**src/design/fpp_map.svh**
```systemverilog
// Register numbers, field sizes, bit positions and timing counts of the fuse programming logic.
`ifndef FPP_MAP_SVH
`define FPP_MAP_SVH

`define FPP_CLK_PERIOD_NS 100
`define FPP_T_ACTIVE_NS   40000
`define FPP_ACTIVE_CYC    ((`FPP_T_ACTIVE_NS + `FPP_CLK_PERIOD_NS - 1) / `FPP_CLK_PERIOD_NS)
`define FPP_CAL_TIME_MS   800
`define FPP_CAL_REF_HZ    125
`define FPP_CAL_PERIODS   ((`FPP_CAL_TIME_MS * `FPP_CAL_REF_HZ) / 1000)
`define FPP_NUM_REG       5
`define FPP_FIELD_W       8
`define FPP_KEY_W         3
`define FPP_CAL_REG       4
`define FPP_LOCK_REG      5
`define FPP_CAL_BIT       0

`endif

```
**src/design/fpp_pkg.sv**
```systemverilog
// Types shared by the fuse programming pulse logic.
package fpp_pkg;

    typedef enum logic [3:0] {
        FPP_ST_IDLE = 4'h1,
        FPP_ST_KEY  = 4'h2,
        FPP_ST_CODE = 4'h4,
        FPP_ST_BLOW = 4'h8
    } fpp_state_e;

    typedef enum logic [2:0] {
        FPP_LVL_LOW  = 3'h1,
        FPP_LVL_MID  = 3'h2,
        FPP_LVL_HIGH = 3'h4
    } fpp_lvl_e;

    typedef struct packed {
        logic mid_level_pulse;
        logic high_level_pulse;
    } fpp_pulse_s;

endpackage

```
**src/design/fpp_top.sv**
```systemverilog
// Fuse programming pulse logic: key, code, trial, blow, lock and power-up calibration.
//
// Function
// - Calibration enabled: hold quiescent duty after power-on.
// - After calibration interval, output follows the field.
// - Interval is a fixed count of carrier periods.
// - Calibration only after its enable fuse blown.
// - Low, mid, high levels; pulses return to low.
// - Trial applies one register only, lost at power-off.
// - Blow sets fuses; more registers may follow.
// - Blown lock fuse rejects all further programming.
// - Key mid-pulse count is the register number.
// - Code mid-pulse count is the fuse pattern.
// - Each fuse is one bit; code drives parameter.
// - High pulse blows addressed fuses; never reverts.
// - Supply cycle clears trials and unblown locations.
// - Addressed setting applies to output at once.
// - Each code pulse adds one, saturating at maximum.
`timescale 1ns/10ps
`include "fpp_map.svh"
module fpp_top #(
    parameter int NUM_REG     = `FPP_NUM_REG,
    parameter int FIELD_W     = `FPP_FIELD_W,
    parameter int KEY_W       = `FPP_KEY_W,
    parameter int CAL_REG     = `FPP_CAL_REG,
    parameter int LOCK_REG    = `FPP_LOCK_REG,
    parameter int CAL_BIT     = `FPP_CAL_BIT,
    parameter int CAL_PERIODS = `FPP_CAL_PERIODS,
    parameter int ACTIVE_CYC  = `FPP_ACTIVE_CYC
) (
    input  wire logic                           i_core_clk,
    input  wire logic                           i_reset_n,
    input  wire logic                           i_clk_en,
    input  wire logic                           i_modulated_output_pin_mid,
    input  wire logic                           i_modulated_output_pin_high,
    input  wire logic [NUM_REG-1:0][FIELD_W-1:0] i_fuse,
    input  wire logic                           i_carrier_tick,
    output logic      [NUM_REG-1:0][FIELD_W-1:0] o_param,
    output logic                                o_cal_hold,
    output logic                                o_blow_en,
    output logic      [KEY_W-1:0]               o_blow_reg,
    output logic      [FIELD_W-1:0]             o_blow_bits,
    output logic      [KEY_W-1:0]               o_sel_reg,
    output logic                                o_locked
);
    localparam int CAL_CW = $clog2(CAL_PERIODS + 1);

    typedef struct packed {
        fpp_pkg::fpp_state_e            st;
        logic [KEY_W-1:0]               key;
        logic [KEY_W-1:0]               sel;
        logic [FIELD_W-1:0]             trial;
        logic [NUM_REG-1:0][FIELD_W-1:0] param;
        logic                           cal_pend;
        logic [CAL_CW-1:0]              cal_cnt;
        logic                           cal_hold;
        logic                           blow_en;
        logic [KEY_W-1:0]               blow_reg;
        logic [FIELD_W-1:0]             blow_bits;
        logic                           locked;
    } fpp_top_s;

    // Supply cycle is the reset: every trial is gone and calibration is pending again.
    localparam fpp_top_s RST = '{st: fpp_pkg::FPP_ST_IDLE, key: '0, sel: '0, trial: '0,
                                 param: '0, cal_pend: 1'b1, cal_cnt: '0, cal_hold: 1'b0,
                                 blow_en: 1'b0, blow_reg: '0, blow_bits: '0, locked: 1'b0};

    fpp_top_s            q;
    fpp_top_s            d;
    fpp_pkg::fpp_pulse_s pulse;
    logic                high_lvl;
    logic                lock_fuse;
    logic                cal_fuse;

    generate
        if (NUM_REG >= (1 << KEY_W) || CAL_REG > NUM_REG || LOCK_REG > NUM_REG
            || CAL_REG < 1 || LOCK_REG < 1 || CAL_BIT >= FIELD_W || CAL_PERIODS < 1
            || FIELD_W < 1) begin : g_bad_cfg
            $error("fpp_top parameters out of range");
        end
    endgenerate

    // Returns the fuse field of a one-based register number, zero for none.
    function automatic logic [FIELD_W-1:0] sel_field(
        input logic [NUM_REG-1:0][FIELD_W-1:0] f,
        input logic [KEY_W-1:0]                s
    );
        sel_field = '0;
        for (int r = 0; r < NUM_REG; r++) begin
            if (s == KEY_W'(r + 1)) begin
                sel_field = f[r];
            end
        end
    endfunction

    fpp_pin_cls #(
        .ACTIVE_CYC (ACTIVE_CYC)
    ) u_pin_cls (
        .i_core_clk       (i_core_clk),
        .i_reset_n        (i_reset_n),
        .i_clk_en         (i_clk_en),
        .i_pin_above_mid  (i_modulated_output_pin_mid),
        .i_pin_above_high (i_modulated_output_pin_high),
        .o_pulse          (pulse),
        .o_high_level     (high_lvl)
    );

    assign lock_fuse = |i_fuse[LOCK_REG-1];
    assign cal_fuse  = i_fuse[CAL_REG-1][CAL_BIT];

    always_comb begin
        d         = q;
        d.blow_en = 1'b0;
        case (q.st)
            fpp_pkg::FPP_ST_IDLE: begin
                if (pulse.high_level_pulse) begin
                    d.st  = fpp_pkg::FPP_ST_KEY;
                    d.key = '0;
                end
            end
            fpp_pkg::FPP_ST_KEY: begin
                if (pulse.mid_level_pulse && q.key != '1) begin
                    d.key = q.key + 1'b1;
                end else if (pulse.high_level_pulse) begin
                    if (q.key != '0 && q.key <= KEY_W'(NUM_REG)) begin
                        // A new selection drops any trial held on another register.
                        d.st    = fpp_pkg::FPP_ST_CODE;
                        d.sel   = q.key;
                        d.trial = '0;
                    end else begin
                        d.st = fpp_pkg::FPP_ST_IDLE;
                    end
                end
            end
            fpp_pkg::FPP_ST_CODE: begin
                if (pulse.mid_level_pulse) begin
                    if (q.trial != '1) begin
                        d.trial = q.trial + 1'b1;
                    end
                end else if (pulse.high_level_pulse) begin
                    // A blow pulse leaves blow on its mid ramp, so its count arrives here.
                    d.st    = fpp_pkg::FPP_ST_IDLE;
                    d.sel   = '0;
                    d.trial = '0;
                end else if (high_lvl) begin
                    d.st = fpp_pkg::FPP_ST_BLOW;
                end
            end
            fpp_pkg::FPP_ST_BLOW: begin
                // Fuse drivers follow the high level; only unblown addressed bits are driven.
                d.blow_en   = high_lvl;
                d.blow_reg  = q.sel;
                d.blow_bits = q.trial & ~sel_field(i_fuse, q.sel);
                if (pulse.high_level_pulse) begin
                    d.st    = fpp_pkg::FPP_ST_IDLE;
                    d.sel   = '0;
                    d.trial = '0;
                end else if (!high_lvl) begin
                    d.st = fpp_pkg::FPP_ST_CODE;
                end
            end
            default: begin
                d.st = fpp_pkg::FPP_ST_IDLE;
            end
        endcase

        if (lock_fuse) begin
            d.st      = fpp_pkg::FPP_ST_IDLE;
            d.sel     = '0;
            d.trial   = '0;
            d.blow_en = 1'b0;
        end
        d.locked = lock_fuse;

        // Blown fuses combine bitwise into each parameter, and the live trial into the selected parameter only.
        for (int r = 0; r < NUM_REG; r++) begin
            d.param[r] = i_fuse[r] | ((q.sel == KEY_W'(r + 1)) ? q.trial : '0);
        end

        // Calibration counts carrier periods, so it stretches as the carrier slows.
        if (q.cal_pend && cal_fuse && i_carrier_tick) begin
            if (q.cal_cnt == CAL_CW'(CAL_PERIODS - 1)) begin
                d.cal_pend = 1'b0;
            end else begin
                d.cal_cnt = q.cal_cnt + 1'b1;
            end
        end
        d.cal_hold = d.cal_pend && cal_fuse;
    end

    always_ff @(posedge i_core_clk or negedge i_reset_n) begin
        if (!i_reset_n) begin
            q <= RST;
        end else if (i_clk_en) begin
            q <= d;
        end
    end

    assign o_param     = q.param;
    assign o_cal_hold  = q.cal_hold;
    assign o_blow_en   = q.blow_en;
    assign o_blow_reg  = q.blow_reg;
    assign o_blow_bits = q.blow_bits;
    assign o_sel_reg   = q.sel;
    assign o_locked    = q.locked;

    logic [FIELD_W-1:0] a_sel_fuse;
    logic [FIELD_W-1:0] a_sel_param;
    assign a_sel_fuse  = sel_field(i_fuse, q.sel);
    assign a_sel_param = sel_field(q.param, q.sel);
endmodule // fpp_top

```
**src/design/fpp_pin_cls.sv**
```systemverilog
// Pin level classifier: turns the pin comparators into counted pulse events.
`timescale 1ns/10ps
`include "fpp_map.svh"
module fpp_pin_cls #(
    parameter int ACTIVE_CYC = `FPP_ACTIVE_CYC
) (
    input  wire logic              i_core_clk,
    input  wire logic              i_reset_n,
    input  wire logic              i_clk_en,
    input  wire logic              i_pin_above_mid,
    input  wire logic              i_pin_above_high,
    output fpp_pkg::fpp_pulse_s    o_pulse,
    output logic                   o_high_level
);
    localparam int CW = $clog2(ACTIVE_CYC + 1);

    typedef struct packed {
        logic [1:0]         mid_sync;
        logic [1:0]         high_sync;
        fpp_pkg::fpp_lvl_e  peak;
        logic [CW-1:0]      dur;
        fpp_pkg::fpp_pulse_s pulse;
        logic               high_lvl;
    } fpp_cls_s;

    localparam fpp_cls_s RST = '{mid_sync: 2'h0, high_sync: 2'h0, peak: fpp_pkg::FPP_LVL_LOW,
                                 dur: '0, pulse: 2'h0, high_lvl: 1'b0};

    fpp_cls_s          q;
    fpp_cls_s          d;
    fpp_pkg::fpp_lvl_e lvl;

    generate
        if (ACTIVE_CYC < 1) begin : g_bad_width
            $error("ACTIVE_CYC must be at least one cycle");
        end
    endgenerate

    always_comb begin
        d           = q;
        d.mid_sync  = {q.mid_sync[0], i_pin_above_mid};
        d.high_sync = {q.high_sync[0], i_pin_above_high};
        d.pulse     = 2'h0;
        if (q.high_sync[1]) begin
            lvl = fpp_pkg::FPP_LVL_HIGH;
        end else if (q.mid_sync[1]) begin
            lvl = fpp_pkg::FPP_LVL_MID;
        end else begin
            lvl = fpp_pkg::FPP_LVL_LOW;
        end
        d.high_lvl = (lvl == fpp_pkg::FPP_LVL_HIGH);
        if (lvl == fpp_pkg::FPP_LVL_LOW) begin
            // A pulse counts only on its return to low, and only if it lasted long enough.
            if (q.peak != fpp_pkg::FPP_LVL_LOW && q.dur == CW'(ACTIVE_CYC)) begin
                d.pulse.mid_level_pulse  = (q.peak == fpp_pkg::FPP_LVL_MID);
                d.pulse.high_level_pulse = (q.peak == fpp_pkg::FPP_LVL_HIGH);
            end
            d.peak = fpp_pkg::FPP_LVL_LOW;
            d.dur  = '0;
        end else begin
            if (lvl == fpp_pkg::FPP_LVL_HIGH) begin
                d.peak = fpp_pkg::FPP_LVL_HIGH;
            end else if (q.peak == fpp_pkg::FPP_LVL_LOW) begin
                d.peak = fpp_pkg::FPP_LVL_MID;
            end
            if (q.dur != CW'(ACTIVE_CYC)) begin
                d.dur = q.dur + 1'b1;
            end
        end
    end

    always_ff @(posedge i_core_clk or negedge i_reset_n) begin
        if (!i_reset_n) begin
            q <= RST;
        end else if (i_clk_en) begin
            q <= d;
        end
    end

    assign o_pulse      = q.pulse;
    assign o_high_level = q.high_lvl;
endmodule // fpp_pin_cls

```
**config.mk**
```make
export PLATFORM = sky130hd
export DESIGN_NAME = fpp_top
export DESIGN_NICKNAME = d
export VERILOG_FILES = /design/src/design/fpp_pkg.sv /design/src/design/fpp_top.sv /design/src/design/fpp_pin_cls.sv
export VERILOG_INCLUDE_DIRS = /design/src /design/src/design
export SDC_FILE = /design/constraint.sdc
export NUM_CORES = 1
export LEC_CHECK = 0
export ABC_AREA = 1
export BUFFER_PORTS_ARGS = -buffer_cell sky130_fd_sc_hd__buf_2
export CORE_MARGIN = 10
export CORE_UTILIZATION = 35
export CTS_BUF_LIST = sky130_fd_sc_hd__clkbuf_16
export CTS_CLUSTER_DIAMETER = 50
export DETAILED_ROUTE_END_ITERATION = 12
export HOLD_SLACK_MARGIN = 0.02
export PLACE_DENSITY = 0.61
export SKIP_LAST_GASP = 1
export SLEW_MARGIN = 0
export SYNTH_ARGS = -nofsm -noshare
export SYNTH_HDL_FRONTEND = slang
export SYNTH_SLANG_ARGS = --single-unit
```
**constraint.sdc**
```tcl
create_clock -name i_core_clk -period 1.95 [get_ports i_core_clk]
set_input_delay 0.195 -clock i_core_clk [delete_from_list [all_inputs] [get_ports i_core_clk]]
set_output_delay 0.195 -clock i_core_clk [all_outputs]
set_load 0.02 [all_outputs]
```
==> metrics.txt, run 1 <==
status complete, no violations; Final period util about nine tenths; Worst setup SP type flip-flop; Die Wd 148 microns; final setup TNS 0 ns; Max-Cap Viols 0; I/O Buffers just over 100; Max Root-Sink Buffers 2; placed cells about 1,000; final std cells w/o fill slightly above 1,000; Avg Inst Size Synth a little under 8 sq um; Unique masters post-synth 36; Peak VDD IR ~0.43 mV; share of layout cells above drive strength 1 21.7%; clk slew on worst S/H paths ~0.06 ns; WL final 16.1 mm; ys async rst share 100%; Pleak approximately 3.2 nW; Fmax about 0.58 GHz; GRT overflow 0; Rows 46; Initial Util 36.0%; Synth Register Bits a little under 100; Post-synth EDFFs 0; critical path type flip-flop to flip-flop; setup slack, reg-to-reg 0.23 ns; Fin. Hold Viols 0; drt pass-1 iters 5; Hold Slack a little under 0.04 ns; RSZ-0062 raised after global routing false; CTS HTree Levels 3; cts bufs inserted 9; DPL Wire Length between 10 and 15 mm; Clock Sinks 99; Antenna Violating Nets Remaining 0; Crit Reg-Reg Startpoint q[73]; antenna violations before repair 0; Die Y around 150 microns; post_cts resized 0; worst hold path class input pin to flip-flop; Top FF cell, synth dfrtp_1; vias per cell 5.02; die footprint about 22,000 sq um; pwr dens a little over 700 nW/um^2; vias in the first global route 4,963; Post-Syn Area roughly 5800 sq um; worst path required time ~2.2 ns; Worst Max-Slew Pin Slew roughly 0.55 ns; worst hold path cell count 3; syn nets ~800; R2R Path End q[75]; Total Nets Final approximately 850; global-route wire length before repair ~26 mm; 1st-iter DRT viols about 330; Max Slew Vio Count 0; crit end category flip-flop; Worst Hold Launch i_modulated_output_pin_high; GR peak layer met2; grt met1 use approximately a fifth; clk_skew 0.00576 ns; Synth warnings 0; pin count of the biggest net entering global routing 55; sequential share of the synthesized area a little over two fifths; max FFs per register 40; Layout Utilization 40.4%; grt met2 use approximately a quarter; core area around 16,000 sq um; final setup fails 0; Vias between 5,000 and 6,000; Antenna diodes 0; worst-path maximum fanout 6; Mapped Cells roughly 750; cell depth of the worst flop-to-flop path 7; Worst slew margin 63.5%; Worst Path Arrival between 1.5 and 2 ns; DRC 0; placer congestion estimate between 0.8 and 0.9; GR Util All Layers approximately 15%; worst skew pair latency approximately 0.35 ns; Routed wire per std cell around 16 microns; Final min period approximately 1.7 ns; WHS Endpoint u_pin_cls.d[16]; CTS Root Cell clkbuf_16; area grow syn2layout 12.3%; I/O pin cnt 103; CTS tree built; met3 Usage GRT 4.79%
where the power goes:
group	internal (mW)	total, mW	switching (mW)	leakage [nW]
clock network	0.967	1.72	0.751	0.140
logic	0.217	0.632	0.415	1.79
registers	2.19	2.28	0.0970	1.24
total	3.37	4.63	1.26	3.17
placed cells by master (no fill, tap or decap), drive strengths merged, types with 2 or more instances in the layout:
cell / synthesis / routed
clkinv: 0 / 3
o21ai: 61 / 61
nand4: 12 / 12
xor2: 5 / 5
a211oi: 4 / 4
nor3: 6 / 6
inv: 62 / 63
o211ai: 7 / 7
and2: 2 / 2
xnor2: 5 / 5
dfstp: 3 / 3
o22ai: 3 / 3
a21oi: 50 / 50
nor2: 78 / 78
clkbuf: 14 / 9
nand2: 191 / 191
buf: 69 / 124
ha: 8 / 8
dfrtp: 96 / 96
nand3: 53 / 53
mux2: 3 / 3
a31oi: 12 / 12
metal layers:
layer | wire length, microns | vias to the layer above
li1 | - | 2485
met1 | 7250 | 2432
met2 | 7450 | 180
met3 | 1210 | 20
met4 | 209 | 0
met5 | 0 | -
kinds of logic (layout without fill, tap and decap cells):
logic type	count (synthesis)	after routing	synth area share, %
simple gates	344	344	26.4
buf+inv	145	201	13.5
compound gates	138	138	13.2
flops	99	99	43.1
xor+xnor	10	10	1.52
fa+ha+maj	8	8	1.74
mux	3	3	0.587
critical path: stages (launching register included):
cell and delay, ns:
dfrtp_1 0.42, ha_1 0.22, ha_1 0.17, nor2_1 0.15
o21ai_0 0.11, a21oi_1 0.35, nand3_1 0.12, o21ai_0 0.09
timing repair:
action | CTS | global route
hold endpoints to repair | 35 | 0
buffers inserted | 0 | 5
hold buffers | 1 | 0
endpoints found under the setup margin | 0 | 3
Yosys cell counts (4+ instances only):
master / number / area (sq um)
nand2_2: 6 / 37.5
nor3_1: 4 / 20.0
inv_2: 7 / 26.3
xnor2_1: 5 / 43.8
buf_2: 13 / 65.1
nand3_2: 4 / 40.0
a211oi_1: 4 / 30.0
xor2_1: 5 / 43.8
dfrtp_1: 96 / 2400
nand2_1: 184 / 691
inv_1: 55 / 206
buf_4: 54 / 405
a21oi_1: 50 / 250
a31oi_1: 12 / 75.1
o21ai_2: 5 / 43.8
ha_1: 8 / 100
o21ai_1: 7 / 35.0
o211ai_1: 7 / 52.6
clkbuf_1: 14 / 52.6
nor2_1: 71 / 267
nand4_1: 12 / 75.1
o21ai_0: 49 / 245
nand3_1: 49 / 245
per-stage QoR:
step	setup WS, ns	total power, mW	instance area [sq um]
global route	0.0662	4.86	6470
floorplan	0.455	2.77	5760
CTS	0.192	4.69	6430
global placement	0.230	2.95	6150
finish	0.227	4.63	6470
detailed placement	0.207	2.95	6150
cell type report:
class	count	area, sq um
fill	1688	9530
multi-input combinational	503	2500
sequential	99	2480
timing repair buffer	125	713
tap	216	270
inverter	62	233
clock buffer	9	225
clock inverter	5	47.5
worst max path at each step:
stage / start / depth (start not counted) / slack [ns] / end
floorplan: q[73] / 7 / 0.46 / q[73]
global placement: q[76] / 11 / 0.23 / q[65]
detailed placement: q[76] / 11 / 0.21 / q[67]
CTS: q[76] / 11 / 0.19 / q[67]
global route: o_sel_reg[1] / 9 / 0.07 / o_blow_bits[6]
finish: q[73] / 7 / 0.23 / q[75]
Power figures use the tool's default switching activity.
==> run 2: changes to the inputs <==
- GPL_ROUTABILITY_DRIVEN: not set -> 0
- clock period: 1.95 -> 2.2 ns (I/O delays scaled with it)
==> run 2 against run 1 <==
  * Non-clock buffer count decreased by 7
  * Clock skew increased by 0.0071 ns
  * Sequential power decreased by 11%
  * Sequential share of layout area about the same
  * Critical endpoint is now q[67]
  * Clock power increased by 7%
  * Highest routed layer unchanged
  * Total power decreased by 4.9%
  * Count of clock-buffer cells in the layout unchanged
  * Worst setup slack improved by 0.18 ns
  * Via count decreased by 4.4%
  * Largest cell class unchanged
==> metrics.txt, run 2 (synthesized netlist as in run 1, its figures left out) <==
Die Wd 148 microns (unchanged); Cell Chain, Critical Path nand3_1 > nor2_1 > nand2_1 > nor2_1 > nand2_1 > nand2_2 > nor2_4 > inv_1 > nand2_1 > nand2_1 (was ha_1 > ha_1 > nor2_1 > o21ai_0 > a21oi_1 > nand3_1 > o21ai_0); Final period util 81.3% (was 88.4%); Peak VDD IR 0.441 mV (was 0.426 mV); drt pass-1 iters 5 (unchanged); slowest stage cell, crit path dfrtp_1 (unchanged); Fmax 0.559 GHz (was 0.580 GHz); clk slew on worst S/H paths 0.07 ns (was 0.06 ns); cts bufs inserted 9 (unchanged); worst skew pair latency 0.36 ns (was 0.35 ns); global-route wire length before repair 25.6 mm (was 26.1 mm); core area 16,000 sq um (unchanged); worst path required time 2.44 ns (was 2.22 ns); 1st-iter DRT viols 296 (was 329); DRC 0 (unchanged); DPL Wire Length 11.8 mm (was 12.0 mm); vias in the first global route 4,750 (was 4,963); Rows 46 (unchanged); Antenna Violating Nets Remaining 0 (unchanged); final worst slack 0.411 ns (was 0.227 ns); Worst setup SP type flip-flop (unchanged); number of fill cells 1,690 (was 1,688); CTS tree built (unchanged); Die Y 148 microns (unchanged); max FFs per register 40 (unchanged); commonest cells after routing, fill and taps aside nand2_1, buf_2, dfrtp_1 (unchanged); antenna violations before repair 0 (unchanged); worst hold path class input pin to flip-flop (unchanged); Total Nets Final 847 (was 854); Worst slew margin 62.0% (was 63.5%); Clock Sinks 99 (unchanged); vias per cell 4.83 (was 5.02); status complete, no violations (unchanged); Vias 4,893 (was 5,117); CTS Root Cell clkbuf_16 (unchanged); WL final 15.8 mm (was 16.1 mm); final setup TNS 0 ns (unchanged); Max-Cap Viols 0 (unchanged); GRT overflow 0 (unchanged); Pleak 3.16 nW (was 3.17 nW); share of layout cells above drive strength 1 21.2% (was 21.7%); clk_skew 0.0128 ns (was 0.00576 ns); area grow syn2layout 12.4% (was 12.3%); RSZ-0062 raised after global routing false (unchanged); Worst Path Arrival 2.03 ns (was 1.99 ns); I/O Buffers 102 (unchanged); most common cell after layout, fill and taps aside nand2_1 (unchanged); Worst Max-Slew Pin Slew 0.566 ns (was 0.548 ns); Fin. Hold Viols 0 (unchanged); Max Root-Sink Buffers 2 (unchanged); worst-path maximum fanout 14 (was 6); crit end category flip-flop (unchanged); GR Util All Layers 14.4% (was 14.7%); pin count of the biggest net entering global routing 55 (unchanged); Antenna diodes 0 (unchanged); dpl ws 0.436 ns (was 0.207 ns); CTS HTree Levels 3 (unchanged); critical path type flip-flop to flip-flop (unchanged); Final min period 1.79 ns (was 1.72 ns); Routed wire per std cell 15.6 microns (was 15.8 microns); Max Slew Vio Count 0 (unchanged); die footprint 22,000 sq um (unchanged); final setup fails 0 (unchanged); CP max stage delay 0.57 ns (was 0.42 ns); I/O pin cnt 103 (unchanged); Layout Utilization 40.4% (about the same); CP dominant cell by count nand2_1; pwr dens 681 nW/um^2 (was 716 nW/um^2); Initial Util 36.0% (unchanged)
run 2: cell types whose count changed in the layout (fill, tap and decap cells not counted), sizes merged:
cell | previous run | this run
bufinv | 1 | 3
buf | 124 | 117
run 2: power breakdown:
part	switching, mW	internal (mW)
Sequential	0.0850	1.94
Clock	0.726	1.11
Combinational	0.363	0.184
run 2: cell type report:
class | count | area [sq um] | area share (%)
flip-flops and latches | 99 | 2480 | 38.3
inverters | 62 | 233 | 3.60
multi-input cells | 503 | 2500 | 38.6
repair buffers | 118 | 648 | 10.0
well taps | 216 | 270 | 4.18
clock inverters | 7 | 115 | 1.78
clock buffers | 9 | 225 | 3.48
run 2: metal layers:
metal  global-route usage, %  up-vias  part of all wire (%)
li1                        -     2477                     -
met1                    18.8     2252                    46
met2                    23.2      153                    45
met3                    4.37       11                   7.4
met4                    2.87        0                  0.83
met5                       0        -                     0
run 2: critical path: cells and delay by family (launching register included):
family,cells,cell delay (ns)
buffers and inverters,1,0.12
DFF,1,0.57
and+or+nand+nor,9,0.98
run 2: per-stage QoR:
stage	total power [mW]	hold slack [ns]	area, sq um	instances
after detailed placement	2.61	0.238	6120	997
after global routing	4.63	0.0691	6470	1014
after global placement	2.61	0.242	6120	997
final	4.41	0.0599	6470	1014
after floorplan	2.45	-0.0756	5760	747
after CTS	4.46	0.0475	6470	1014
run 2: final timing paths:
check	end	from	cells past startpoint	slack, ns
worst max-delay path	q[67]	q[64]	10	0.41
min in group asynchronous	o_param[6]	i_reset_n	2	0.38
max in group asynchronous	o_param[28]	i_reset_n	3	1.14
worst max register to register	q[67]	q[64]	10	0.41
worst min register to register	u_pin_cls.d[16]	u_pin_cls.d[16]	2	0.47
worst min-delay path	u_pin_cls.d[16]	i_modulated_output_pin_high	3	0.06
run 2: timing repair:
action	CTS	global route
setup buffers	0	0
hold buffers	1	0
endpoints found under the hold margin	35	0
resized for setup	0	0
